### config.mk
export PLATFORM = sky130hd
export DESIGN_NAME = mac_unit
export DESIGN_NICKNAME = d
export VERILOG_FILES = /design/src/rtl/mac_pkg.sv /design/src/rtl/mul_if.sv /design/src/rtl/mul_stage.sv /design/src/rtl/mac_unit.sv
export SDC_FILE = /design/constraint.sdc
export NUM_CORES = 2
export LEC_CHECK = 0
export ABC_AREA = 1
export BUFFER_PORTS_ARGS = -buffer_cell sky130_fd_sc_hd__buf_4
export CAP_MARGIN = 10
export CORE_MARGIN = 1.5
export CORE_UTILIZATION = 28
export DETAILED_ROUTE_END_ITERATION = 12
export PLACE_DENSITY = 0.55
export RECOVER_POWER = 25
export SLEW_MARGIN = 25
export SYNTH_ARGS = -nofsm -noshare
export SYNTH_HDL_FRONTEND = slang
export SYNTH_SLANG_ARGS = --single-unit
### constraint.sdc
create_clock -name sys_clk -period 18.9 [get_ports sys_clk]
set_input_delay 1.89 -clock sys_clk [delete_from_list [all_inputs] [get_ports sys_clk]]
set_output_delay 1.89 -clock sys_clk [all_outputs]
set_load 0.02 [all_outputs]
### src/rtl/mac_pkg.sv
// Shared constants and types of the multiply-accumulate unit
package mac_pkg;

  // ----------------------------------------
  // Widths and pipeline shape
  // ----------------------------------------
  localparam int DATA_W = 32;
  localparam int SUM_W = 48;
  localparam int SUM_N = 4;
  localparam int PIPE_DEPTH = 4;
  localparam int PEND_N = PIPE_DEPTH - 1;

  // ----------------------------------------
  // Status/control register layout
  // ----------------------------------------
  localparam int SR_W = 8;
  localparam int SR_SU = 6;
  localparam int SR_FI = 5;
  localparam int SR_N = 3;
  localparam int SR_Z = 2;
  localparam int SR_V = 1;
  localparam int SR_EV = 0;
  localparam logic [7:0] STATUS_RESET = 8'h00;

  // ----------------------------------------
  // Address filter and data lanes
  // ----------------------------------------
  localparam logic [15:0] FILTER_RESET = 16'hffff;
  localparam logic [15:0] FILTER_HI = 16'hffff;
  localparam int UPPER_LO = 32;
  localparam int FRAC_LANE_LO = 24;
  localparam int FRAC_STORE_LO = 8;
  localparam int FRAC_LOAD_PAD = 8;
  localparam logic [1:0] SF_LEFT = 2'h1;
  localparam logic [1:0] SF_RIGHT = 2'h3;

  // ----------------------------------------
  // Operations issued by the operand pipeline
  // ----------------------------------------
  typedef enum logic [3:0] {
    OP_NOP = 4'h0,
    OP_SIGNED_MULTIPLY = 4'h1,
    OP_UNSIGNED_MULTIPLY = 4'h2,
    OP_MULTIPLY_ADD = 4'h3,
    OP_MULTIPLY_SUB_OP = 4'h4,
    OP_LOAD_SUM = 4'h5,
    OP_STORE_SUM = 4'h6,
    OP_COPY_SUM = 4'h7,
    OP_LOAD_STATUS = 4'h8,
    OP_STORE_STATUS = 4'h9,
    OP_STATUS_TO_CC = 4'ha,
    OP_LOAD_FILTER = 4'hb,
    OP_STORE_FILTER = 4'hc,
    OP_LOAD_UPPER = 4'hd,
    OP_STORE_UPPER = 4'he
  } op_t;

  // One slot of the execution pipeline
  typedef struct packed {
    logic v;
    op_t op;
    logic [1:0] sel;
    logic [1:0] src;
    logic [1:0] sf;
    logic frac;
    logic uns;
    logic [3:0] dst;
    logic [47:0] val;
  } stage_t;

  localparam stage_t STAGE_IDLE = '0;

endpackage

### src/rtl/mul_if.sv
// Operand and product signals between the unit and its multiplier
`timescale 1ns/10ps
`default_nettype none
interface mul_if;
  logic [31:0] a;
  logic [31:0] b;
  logic is_signed;
  logic is_frac;
  logic [63:0] product;
  modport host (output a, b, is_signed, is_frac, input product);
  modport unit (input a, b, is_signed, is_frac, output product);
endinterface
`default_nettype wire

### src/rtl/mul_stage.sv
// Registered 32x32 multiplier, first execution stage
`timescale 1ns/10ps
`default_nettype none
module mul_stage (
  // Clock and reset
  input wire logic sys_clk,
  input wire logic rst,
  // Operands in, product out
  mul_if.unit m
);
  logic signed [32:0] a_ext;
  logic signed [32:0] b_ext;
  logic signed [65:0] full;
  logic [63:0] product_next;
  logic [63:0] product_reg;

  // Unsigned operands get a zero guard bit so one signed multiplier serves
  assign a_ext = $signed({m.is_signed & m.a[31], m.a});
  assign b_ext = $signed({m.is_signed & m.b[31], m.b});
  assign full = a_ext * b_ext;
  // Fractional products carry one sign bit too many, so shift left once
  assign product_next = m.is_frac ? {full[62:0], 1'b0} : full[63:0];

  always_ff @(posedge sys_clk or posedge rst) begin
    if (rst) begin
      product_reg <= 64'h0;
    end else begin
      product_reg <= product_next;
    end
  end

  assign m.product = product_reg;
endmodule // mul_stage
`default_nettype wire

### src/rtl/mac_unit.sv
// Multiply-accumulate unit with four 48-bit sum registers
`timescale 1ns/10ps
`default_nettype none
// ----------------------------------------
// How it works
// - Status bits pick signed integer, unsigned integer or signed fraction
// - Signed multiply treats operands as two's complement
// - Unsigned multiply treats operands as unsigned
// - Multiply-add adds product to a sum register; subtract form subtracts
// - With-load forms also return a memory operand to a general register
// - Load writes a 32-bit register or immediate into a sum register
// - Store returns a sum register to a general register
// - Copy moves all 48 bits between sum registers
// - Status register is loaded, read, and copied to condition codes
// - Address filter register is loaded and read back
// - Upper bytes of sums 0,1 or 2,3 load from one word
// - Upper bytes of sums 0,1 or 2,3 read back as one word
// - First execution stage is the issue stage of the operand pipeline
// - Load, copy and multiply-accumulate issue back to back, no stall
// - Store right after a dependent multiply-accumulate waits 3 cycles
// - Store waits while its sum register is still in flight or a multiply result is writing back
// - Signed integer: two's complement, point right of the lsb
// - Unsigned integer: non-negative, point right of the lsb
// - Fraction: pattern with only the sign bit set means minus one
// - Fraction: all ones below the sign bit is the largest value
// - Enabled filter ANDs the operand address with ones over the filter
// - Filter keeps 16 low bits and reads back ones above them
// ----------------------------------------
module mac_unit #(
  parameter int PIPE_LEN = mac_pkg::PIPE_DEPTH
) (
  // Clock and reset
  input wire logic sys_clk,
  input wire logic rst,
  // Issue from the operand pipeline
  input wire logic issue_valid,
  input wire mac_pkg::op_t issue_op,
  output logic stall,
  // Operand selection
  input wire logic [1:0] sum_sel,
  input wire logic [1:0] src_sel,
  input wire logic [1:0] scale_sel,
  input wire logic word_size,
  input wire logic x_upper,
  input wire logic y_upper,
  input wire logic [31:0] opnd_x,
  input wire logic [31:0] opnd_y,
  input wire logic [3:0] dest_idx,
  // Memory operand of the with-load forms
  input wire logic with_load,
  input wire logic filter_en,
  input wire logic [31:0] ea_addr,
  input wire logic [31:0] mem_data,
  input wire logic [3:0] load_idx,
  // General register write-back
  output logic rd_valid,
  output logic [3:0] rd_idx,
  output logic [31:0] rd_data,
  // Memory load write-back and filtered address
  output logic ld_valid,
  output logic [3:0] ld_idx,
  output logic [31:0] ld_data,
  output logic [31:0] addr_out,
  // Condition code copy
  output logic cc_valid,
  output logic [4:0] cc_flags
);
  import mac_pkg::*;

  if (PIPE_LEN != 4) begin : g_bad_depth
    $error("mac_unit supports a pipeline depth of 4 only");
  end

  // ----------------------------------------
  // Helpers
  // ----------------------------------------
  function automatic logic is_mul(input op_t op);
    return op == OP_SIGNED_MULTIPLY || op == OP_UNSIGNED_MULTIPLY;
  endfunction

  function automatic logic is_mac(input op_t op);
    return op == OP_MULTIPLY_ADD || op == OP_MULTIPLY_SUB_OP;
  endfunction

  function automatic logic writes_sum(input op_t op);
    return is_mac(op) || op == OP_LOAD_SUM || op == OP_COPY_SUM;
  endfunction

  // Word operands take one half; fractions put it in the high half
  function automatic logic [31:0] pick(input logic [31:0] r,
      input logic up, input logic word, input logic frac, input logic uns);
    logic [15:0] half;
    half = up ? r[31:16] : r[15:0];
    if (!word) return r;
    if (frac) return {half, 16'h0000};
    if (uns) return {16'h0000, half};
    return {{16{half[15]}}, half};
  endfunction

  function automatic logic [47:0] widen(input logic [31:0] d,
      input logic frac, input logic uns);
    if (frac) return {{8{d[31]}}, d, 8'h00};
    if (uns) return {16'h0000, d};
    return {{16{d[31]}}, d};
  endfunction

  // ----------------------------------------
  // State
  // ----------------------------------------
  logic [47:0] sum_register_reg [SUM_N];
  logic [7:0] status_reg;
  logic [15:0] filter_reg;
  stage_t q_reg [PEND_N];
  stage_t wb;
  logic take;
  logic iss_frac;
  logic iss_uns;
  logic rd_clash;
  logic [PEND_N-1:0] pend_hit;
  logic [PEND_N-1:0] pend_any;
  logic [47:0] lane_val;
  logic [47:0] scale_val;
  logic [47:0] wb_sum;
  logic [31:0] upper_bytes_pair_low;
  logic [31:0] upper_bytes_pair_high;
  logic [31:0] sum_read;
  mul_if mi ();

  assign take = issue_valid && !stall;
  assign wb = q_reg[PEND_N-1];
  assign rd_clash = wb.v && is_mul(wb.op);

  // ----------------------------------------
  // Operand format
  // ----------------------------------------
  always_comb begin
    iss_frac = status_reg[SR_FI] && !is_mul(issue_op);
    if (is_mul(issue_op)) begin
      iss_uns = issue_op == OP_UNSIGNED_MULTIPLY;
    end else begin
      iss_uns = status_reg[SR_SU] && !status_reg[SR_FI];
    end
  end

  // Multiply starts in the issue cycle itself
  assign mi.a = pick(opnd_x, x_upper, word_size, iss_frac, iss_uns);
  assign mi.b = pick(opnd_y, y_upper, word_size, iss_frac, iss_uns);
  assign mi.is_signed = !iss_uns;
  assign mi.is_frac = iss_frac;

  mul_stage u_mul (
    .sys_clk(sys_clk),
    .rst(rst),
    .m(mi.unit)
  );

  // ----------------------------------------
  // Hazard detection
  // ----------------------------------------
  genvar gi;
  generate
    for (gi = 0; gi < PEND_N; gi++) begin : g_pend
      assign pend_any[gi] = q_reg[gi].v;
      assign pend_hit[gi] = q_reg[gi].v && writes_sum(q_reg[gi].op) &&
        q_reg[gi].sel == sum_sel;
    end
  endgenerate

  // Sum and filter writers never stall; stores and status or upper loads wait on in-flight state
  always_comb begin
    stall = 1'b0;
    case (issue_op)
      OP_STORE_SUM: stall = |pend_hit || rd_clash;
      OP_STORE_FILTER: stall = rd_clash;
      OP_STORE_STATUS: stall = |pend_any || rd_clash;
      OP_STORE_UPPER: stall = |pend_any || rd_clash;
      OP_LOAD_STATUS: stall = |pend_any;
      OP_STATUS_TO_CC: stall = |pend_any;
      OP_LOAD_UPPER: stall = |pend_any;
      default: stall = 1'b0;
    endcase
    if (!issue_valid) begin
      stall = 1'b0;
    end
  end

  // ----------------------------------------
  // Execution pipeline
  // ----------------------------------------
  always_comb begin
    lane_val = q_reg[0].val;
    if (is_mac(q_reg[0].op) && q_reg[0].frac) begin
      lane_val = {{8{mi.product[63]}}, mi.product[63:FRAC_LANE_LO]};
    end else if (is_mac(q_reg[0].op)) begin
      lane_val = mi.product[47:0];
    end else if (is_mul(q_reg[0].op)) begin
      lane_val = {16'h0000, mi.product[31:0]};
    end
  end

  // Scaling applies to integer multiply-accumulate products only
  always_comb begin
    scale_val = q_reg[1].val;
    if (is_mac(q_reg[1].op) && !q_reg[1].frac) begin
      if (q_reg[1].sf == SF_LEFT) begin
        scale_val = {q_reg[1].val[46:0], 1'b0};
      end else if (q_reg[1].sf == SF_RIGHT) begin
        scale_val = {q_reg[1].val[47] & !q_reg[1].uns, q_reg[1].val[47:1]};
      end
    end
  end

  always_ff @(posedge sys_clk or posedge rst) begin
    if (rst) begin
      q_reg[0] <= STAGE_IDLE;
      q_reg[1] <= STAGE_IDLE;
      q_reg[2] <= STAGE_IDLE;
    end else begin
      q_reg[0] <= {take && (writes_sum(issue_op) || is_mul(issue_op)),
        issue_op, sum_sel, src_sel, scale_sel, iss_frac, iss_uns,
        dest_idx, widen(opnd_y, iss_frac, iss_uns)};
      q_reg[1] <= q_reg[0];
      q_reg[1].val <= lane_val;
      q_reg[2] <= q_reg[1];
      q_reg[2].val <= scale_val;
    end
  end

  // ----------------------------------------
  // Sum registers
  // ----------------------------------------
  always_comb begin
    wb_sum = sum_register_reg[wb.sel];
    case (wb.op)
      OP_MULTIPLY_ADD: wb_sum = sum_register_reg[wb.sel] + wb.val;
      OP_MULTIPLY_SUB_OP: wb_sum = sum_register_reg[wb.sel] - wb.val;
      OP_LOAD_SUM: wb_sum = wb.val;
      OP_COPY_SUM: wb_sum = sum_register_reg[wb.src];
      default: wb_sum = sum_register_reg[wb.sel];
    endcase
  end

  always_ff @(posedge sys_clk or posedge rst) begin
    if (rst) begin
      for (int k = 0; k < SUM_N; k++) begin
        sum_register_reg[k] <= 48'h0;
      end
    end else begin
      if (wb.v && writes_sum(wb.op)) begin
        sum_register_reg[wb.sel] <= wb_sum;
      end
      // Upper loads wait for an empty pipeline, so they never collide
      if (take && issue_op == OP_LOAD_UPPER) begin
        for (int k = 0; k < 2; k++) begin
          sum_register_reg[{sum_sel[1], 1'(k)}][47:UPPER_LO] <=
            opnd_y[16*k +: 16];
        end
      end
    end
  end

  assign upper_bytes_pair_low = {sum_register_reg[1][47:UPPER_LO],
    sum_register_reg[0][47:UPPER_LO]};
  assign upper_bytes_pair_high = {sum_register_reg[3][47:UPPER_LO],
    sum_register_reg[2][47:UPPER_LO]};
  assign sum_read = status_reg[SR_FI] ?
    sum_register_reg[sum_sel][FRAC_STORE_LO +: 32] :
    sum_register_reg[sum_sel][31:0];

  // ----------------------------------------
  // Status and filter registers
  // ----------------------------------------
  always_ff @(posedge sys_clk or posedge rst) begin
    if (rst) begin
      status_reg <= STATUS_RESET;
    end else if (take && issue_op == OP_LOAD_STATUS) begin
      status_reg <= opnd_y[SR_W-1:0];
    end else if (wb.v && is_mac(wb.op)) begin
      status_reg[SR_N] <= wb_sum[47];
      status_reg[SR_Z] <= wb_sum == 48'h0;
      status_reg[SR_EV] <= wb.frac ?
        !(&wb_sum[47:39] || ~|wb_sum[47:39]) :
        !(&wb_sum[47:31] || ~|wb_sum[47:31]);
    end
  end

  always_ff @(posedge sys_clk or posedge rst) begin
    if (rst) begin
      filter_reg <= FILTER_RESET;
    end else if (take && issue_op == OP_LOAD_FILTER) begin
      filter_reg <= opnd_y[15:0];
    end
  end

  // ----------------------------------------
  // Write-back to the core
  // ----------------------------------------
  always_ff @(posedge sys_clk or posedge rst) begin
    if (rst) begin
      rd_valid <= 1'b0;
      rd_idx <= 4'h0;
      rd_data <= 32'h0;
    end else begin
      rd_valid <= 1'b0;
      if (rd_clash) begin
        rd_valid <= 1'b1;
        rd_idx <= wb.dst;
        rd_data <= wb.val[31:0];
      end else if (take) begin
        rd_idx <= dest_idx;
        case (issue_op)
          OP_STORE_SUM: begin
            rd_valid <= 1'b1;
            rd_data <= sum_read;
          end
          OP_STORE_STATUS: begin
            rd_valid <= 1'b1;
            rd_data <= {24'h0, status_reg};
          end
          OP_STORE_FILTER: begin
            rd_valid <= 1'b1;
            rd_data <= {FILTER_HI, filter_reg};
          end
          OP_STORE_UPPER: begin
            rd_valid <= 1'b1;
            rd_data <= sum_sel[1] ? upper_bytes_pair_high :
              upper_bytes_pair_low;
          end
          default: rd_valid <= 1'b0;
        endcase
      end
    end
  end

  always_ff @(posedge sys_clk or posedge rst) begin
    if (rst) begin
      cc_valid <= 1'b0;
      cc_flags <= 5'h0;
    end else begin
      cc_valid <= take && issue_op == OP_STATUS_TO_CC;
      if (take && issue_op == OP_STATUS_TO_CC) begin
        cc_flags <= {1'b0, status_reg[SR_N:SR_EV]};
      end
    end
  end

  always_ff @(posedge sys_clk or posedge rst) begin
    if (rst) begin
      ld_valid <= 1'b0;
      ld_idx <= 4'h0;
      ld_data <= 32'h0;
      addr_out <= 32'h0;
    end else begin
      ld_valid <= take && is_mac(issue_op) && with_load;
      if (take && is_mac(issue_op) && with_load) begin
        ld_idx <= load_idx;
        ld_data <= mem_data;
        addr_out <= filter_en ? ea_addr & {FILTER_HI, filter_reg} :
          ea_addr;
      end
    end
  end

  // ----------------------------------------
  // Assertions
  // ----------------------------------------
  logic prev_mac_reg;
  logic [1:0] prev_sel_reg;
  logic [31:0] prod_lo;
  logic [47:0] ld_ext;

  always_ff @(posedge sys_clk or posedge rst) begin
    if (rst) begin
      prev_mac_reg <= 1'b0;
      prev_sel_reg <= 2'h0;
    end else begin
      prev_mac_reg <= take && is_mac(issue_op);
      prev_sel_reg <= sum_sel;
    end
  end

  assign prod_lo = 32'(opnd_x * opnd_y);
  assign ld_ext = widen(opnd_y, 1'b0, 1'b0);
endmodule // mac_unit
`default_nettype wire

==> summary.txt <==
Run status
  – Run status: finished with violations
  – Violations in the final reports: capacitance limit, slew limit

Critical path
  – Arr. time, crit path: 13080 ps
  – Required time at the worst-slack endpoint: 19470 ps
  – Crit. End Element: flip-flop
  – Internal reg-to-reg setup slack: 7630 ps
  – Reg-to-reg startpoint: status_reg[5]
  – Slowest library cell on the worst path: sky130_fd_sc_hd__fa_1
  – Classification of the worst setup path: input pin to flip-flop
  – Max Fanout on Critical Path: 94
  – FF-to-FF path depth: 35
  – Crit Reg-Reg Endpoint: u_mul.m.product[60]
  – Startpoint class of the critical path: input pin
  – Largest incremental delay on the critical path: 830 ps
  – Most common cell type on the critical path: sky130_fd_sc_hd__fa_1

Synthesis
  – Largest family of logic cells by synthesized area: adder cells
  – Distinct cells, synth: 66
  – Sequential share of the synthesized area: 0.196
  – Multiplexer fraction of the synthesized cell area: 0.00204
  – Synthesized-area fraction occupied by xor and xnor cells: 0.0122
  – Synthesized cell area: 0.0737 sq mm
  – Fraction of the mapped netlist area in compound gates: 0.117
  – Adder-cell area share of the yosys netlist: 0.350
  – Simple-gate share of the synthesized area: 0.193
  – Number of register bits inferred by synthesis: 575
  – Main area contributors after synthesis: sky130_fd_sc_hd__fa_1 31%, sky130_fd_sc_hd__dfrtp_1 19%, sky130_fd_sc_hd__nand2_1 13%
  – Number of enable flip-flop cells after synthesis: 0
  – Total nets after synthesis: between 10000 and 15000
  – Number of warnings printed during yosys synthesis: 0
  – Async set or reset register ratio after synthesis: 1.00
  – Most area-hungry cell type in the Yosys netlist: sky130_fd_sc_hd__fa_1
  – Mean area per synthesized cell: ~7.6 sq um
  – Commonest register cell after synthesis: sky130_fd_sc_hd__dfrtp_1
  – Synth Instances: between 9000 and 10000
  – Fraction of post-synthesis cell area in the top cell type by area: 0.306

Routing
  – Number of routed nets with antenna violations: 0
  – Number of detailed-routing iterations run before antenna repair: 6
  – DRC errors left: 0
  – Detail-routed via count per cell: 4.95
  – Iteration-0 DRC count of the detailed router: 6844
  – Average wire length per cell after detail routing: 22.2 um
  – Total number of vias: 65400
  – Total Routed Length: just under 300 mm

Clock tree
  – Hold Buf Count CTS: 0
  – Clock buffer count from CTS: 60
  – Clock Latency Late Sink: 720 ps
  – Setup Fix Bufs, Post-CTS: 0
  – Post-CTS clock slew at the launch and capture registers of the worst setup and hold paths: around 60 ps
  – Number of cells upsized or downsized after cts: 0
  – Sinks on Clock Net: 575
  – Clock tree from TritonCTS: built
  – CTS max path bufs: 3
  – Root Driver: sky130_fd_sc_hd__clkbuf_16
  – H-tree level count: 2

Floorplanning
  – Number of placed I/O pins: 267
  – Core region area: 0.262 sq mm
  – Width of the die: 516 um
  – Die Ht: 516 um
  – Die ar.: approximately 0.27 sq mm
  – # rows: 188
  – Initial core utilization: 0.281

Global route
  – Vias in the first global route: 64100
  – Gr usage total: 0.218
  – Pin count of the biggest net entering global routing: 163
  – Grt total ovfl: 0
  – Wire length of the first global-routing pass: 432 mm
  – Initial antenna violation count: 31

Place
  – GPL Wtd Cong: between 1 and 1.5
  – DP HPWL: between 200 and 250 mm
  – Count of input and output buffers: 265

Flow run
  – Count of max-cap constraint violations: 11

STA
  – Achievable frequency: 79.9 MHz
  – Final Hold Violating Endpoints: 0
  – Setup_tns: 0 ps
  – Final Setup Violations: 0
  – Unrepaired setup endpoints after global routing: no
  – Time the final worst path needs with I/O delays and setup: 12510 ps
  – Max-slew violation count: ~600
  – Clock skew after layout: 48.5 ps
  – Crit share post-route: 0.662
  – Remaining max-slew budget at the tightest pin: -1.70
  – Slew at the pin with the worst max-slew slack: 4030 ps

Finish
  – Fraction of final layout cells with drive strength greater than 1: 0.0692
  – Layout filler cell count: 28500
  – Number of nets in the final layout: 11200
  – Area Growth Syn to Fin: 10.2%

Min path
  – Hold Crit Start: q_reg[186]
  – Worst Hold End: q_reg[121]
  – Type of the worst min-delay path: flip-flop to flip-flop
  – Hold path depth: 0
==> Yosys cell counts (8+ instances only) <==
cell	number
sky130_fd_sc_hd__o21bai_1	8
sky130_fd_sc_hd__o21a_1	64
sky130_fd_sc_hd__o21ai_2	9
sky130_fd_sc_hd__a21oi_1	396
sky130_fd_sc_hd__a32oi_1	14
sky130_fd_sc_hd__clkbuf_1	272
sky130_fd_sc_hd__ha_1	260
sky130_fd_sc_hd__nand2_1	2556
sky130_fd_sc_hd__dfstp_2	16
sky130_fd_sc_hd__o211ai_1	48
sky130_fd_sc_hd__nand4_1	44
sky130_fd_sc_hd__a22oi_2	8
sky130_fd_sc_hd__buf_1	25
sky130_fd_sc_hd__a22oi_1	55
sky130_fd_sc_hd__nand3_1	310
sky130_fd_sc_hd__nor2_2	10
sky130_fd_sc_hd__a31oi_1	12
sky130_fd_sc_hd__mux2i_1	15
sky130_fd_sc_hd__a221oi_1	11
sky130_fd_sc_hd__a21o_1	13
sky130_fd_sc_hd__inv_2	52
sky130_fd_sc_hd__buf_2	134
sky130_fd_sc_hd__nor3_1	45
sky130_fd_sc_hd__xnor2_1	31
sky130_fd_sc_hd__buf_4	23
sky130_fd_sc_hd__nor2_1	542
sky130_fd_sc_hd__clkinv_1	9
sky130_fd_sc_hd__fa_1	1126
sky130_fd_sc_hd__o21ai_1	60
sky130_fd_sc_hd__nor4_1	9
sky130_fd_sc_hd__dfrtp_1	559
sky130_fd_sc_hd__o22ai_1	127
sky130_fd_sc_hd__xor2_1	72
sky130_fd_sc_hd__or2_2	29
sky130_fd_sc_hd__inv_1	1959
sky130_fd_sc_hd__o21ai_0	635
==> worst max path at each step <==
stage | from | endpoint | depth (start not counted)
after floorplan | rst | asynchronous set/reset pin | 1
after global placement | issue_op[2] | u_mul.m.product[60] | 43
after detailed placement | issue_op[2] | u_mul.m.product[58] | 41
after CTS | issue_op[2] | u_mul.m.product[58] | 41
after global routing | issue_op[1] | u_mul.m.product[63] | 41
final | issue_op[1] | u_mul.m.product[60] | 39
==> worst max-delay path: cells and delay by family <==
kind	cells	cell delay, ps
buffers and inverters	10	2910
AO/OA/AOI/OAI	4	750
adder cells (fa/ha/maj)	9	4860
AND/OR/NAND/NOR	16	2530
==> cells by family (layout without fill, tap and decap cells) <==
logic type / count (synthesis) / count (layout)
adder cells (fa/ha/maj): 1386 / 1386
multiplexers: 15 / 15
AND/OR/NAND/NOR: 3574 / 3574
AO/OA/AOI/OAI: 1507 / 1507
XOR/XNOR: 103 / 103
buffers and inverters: 2479 / 2527
flip-flops: 575 / 575
other: 1 / 8
==> per-stage QoR <==
stage	util	worst slack, ps	cell area [sq um]	instances	hold WS [ps]
floorplan	-	950	73700	9640	331
global placement	0.302	5920	79200	13100	332
detailed placement	0.302	5810	79200	13100	335
CTS	0.310	6540	81300	13200	348
global route	0.310	5760	81200	13200	359
finish	0.310	6390	81200	13200	346
==> metal layers <==
| layer | vias up | track usage | part of all wire |
|---|---|---|---|
| met1 | 32200 | 0.288 | 0.41 |
| li1 | 29300 | - | - |
| met5 | - | 0 | 0.00021 |
| met4 | 4 | 0.0911 | 0.046 |
| met3 | 586 | 0.0429 | 0.095 |
| met2 | 3262 | 0.346 | 0.45 |
==> cell usage in the layout (no fill, tap or decap), types with 13 or more instances in the layout <==
| master | n |
|---|---|
| sky130_fd_sc_hd__inv_2 | 58 |
| sky130_fd_sc_hd__o21a_1 | 64 |
| sky130_fd_sc_hd__o21ai_0 | 632 |
| sky130_fd_sc_hd__buf_4 | 369 |
| sky130_fd_sc_hd__a21o_1 | 13 |
| sky130_fd_sc_hd__o21ai_1 | 52 |
| sky130_fd_sc_hd__fa_1 | 1125 |
| sky130_fd_sc_hd__o211ai_1 | 48 |
| sky130_fd_sc_hd__o22ai_1 | 125 |
| sky130_fd_sc_hd__a32oi_1 | 14 |
| sky130_fd_sc_hd__nor2_1 | 538 |
| sky130_fd_sc_hd__ha_1 | 260 |
| sky130_fd_sc_hd__o21ai_2 | 20 |
| sky130_fd_sc_hd__mux2i_1 | 15 |
| sky130_fd_sc_hd__clkbuf_1 | 23 |
| sky130_fd_sc_hd__nand2_1 | 2554 |
| sky130_fd_sc_hd__dfstp_2 | 16 |
| sky130_fd_sc_hd__nor3_1 | 45 |
| sky130_fd_sc_hd__or2_2 | 29 |
| sky130_fd_sc_hd__clkbuf_16 | 60 |
| sky130_fd_sc_hd__nand4_1 | 44 |
| sky130_fd_sc_hd__xor2_1 | 72 |
| sky130_fd_sc_hd__a21oi_1 | 396 |
| sky130_fd_sc_hd__nand3_1 | 310 |
| sky130_fd_sc_hd__a22oi_1 | 55 |
| sky130_fd_sc_hd__dfrtp_1 | 557 |
| sky130_fd_sc_hd__clkbuf_8 | 18 |
| sky130_fd_sc_hd__inv_1 | 1949 |
| sky130_fd_sc_hd__xnor2_1 | 31 |
==> final cells by class <==
type	count	area (sq um)	share of cell area
flip-flops and latches	575	14400	0.177
diodes	7	17.5	0.000216
repair buffers	395	2920	0.0359
multi-input cells	6586	49800	0.613
inverters	2020	7590	0.0934
clock inverters	29	293	0.00361
well taps	3515	4400	0.0542
clock buffers	83	1770	0.0218
Power is left out: the tool's default activity adds up to more than one toggle a clock period on the data nets, which glitch-free logic cannot reach.
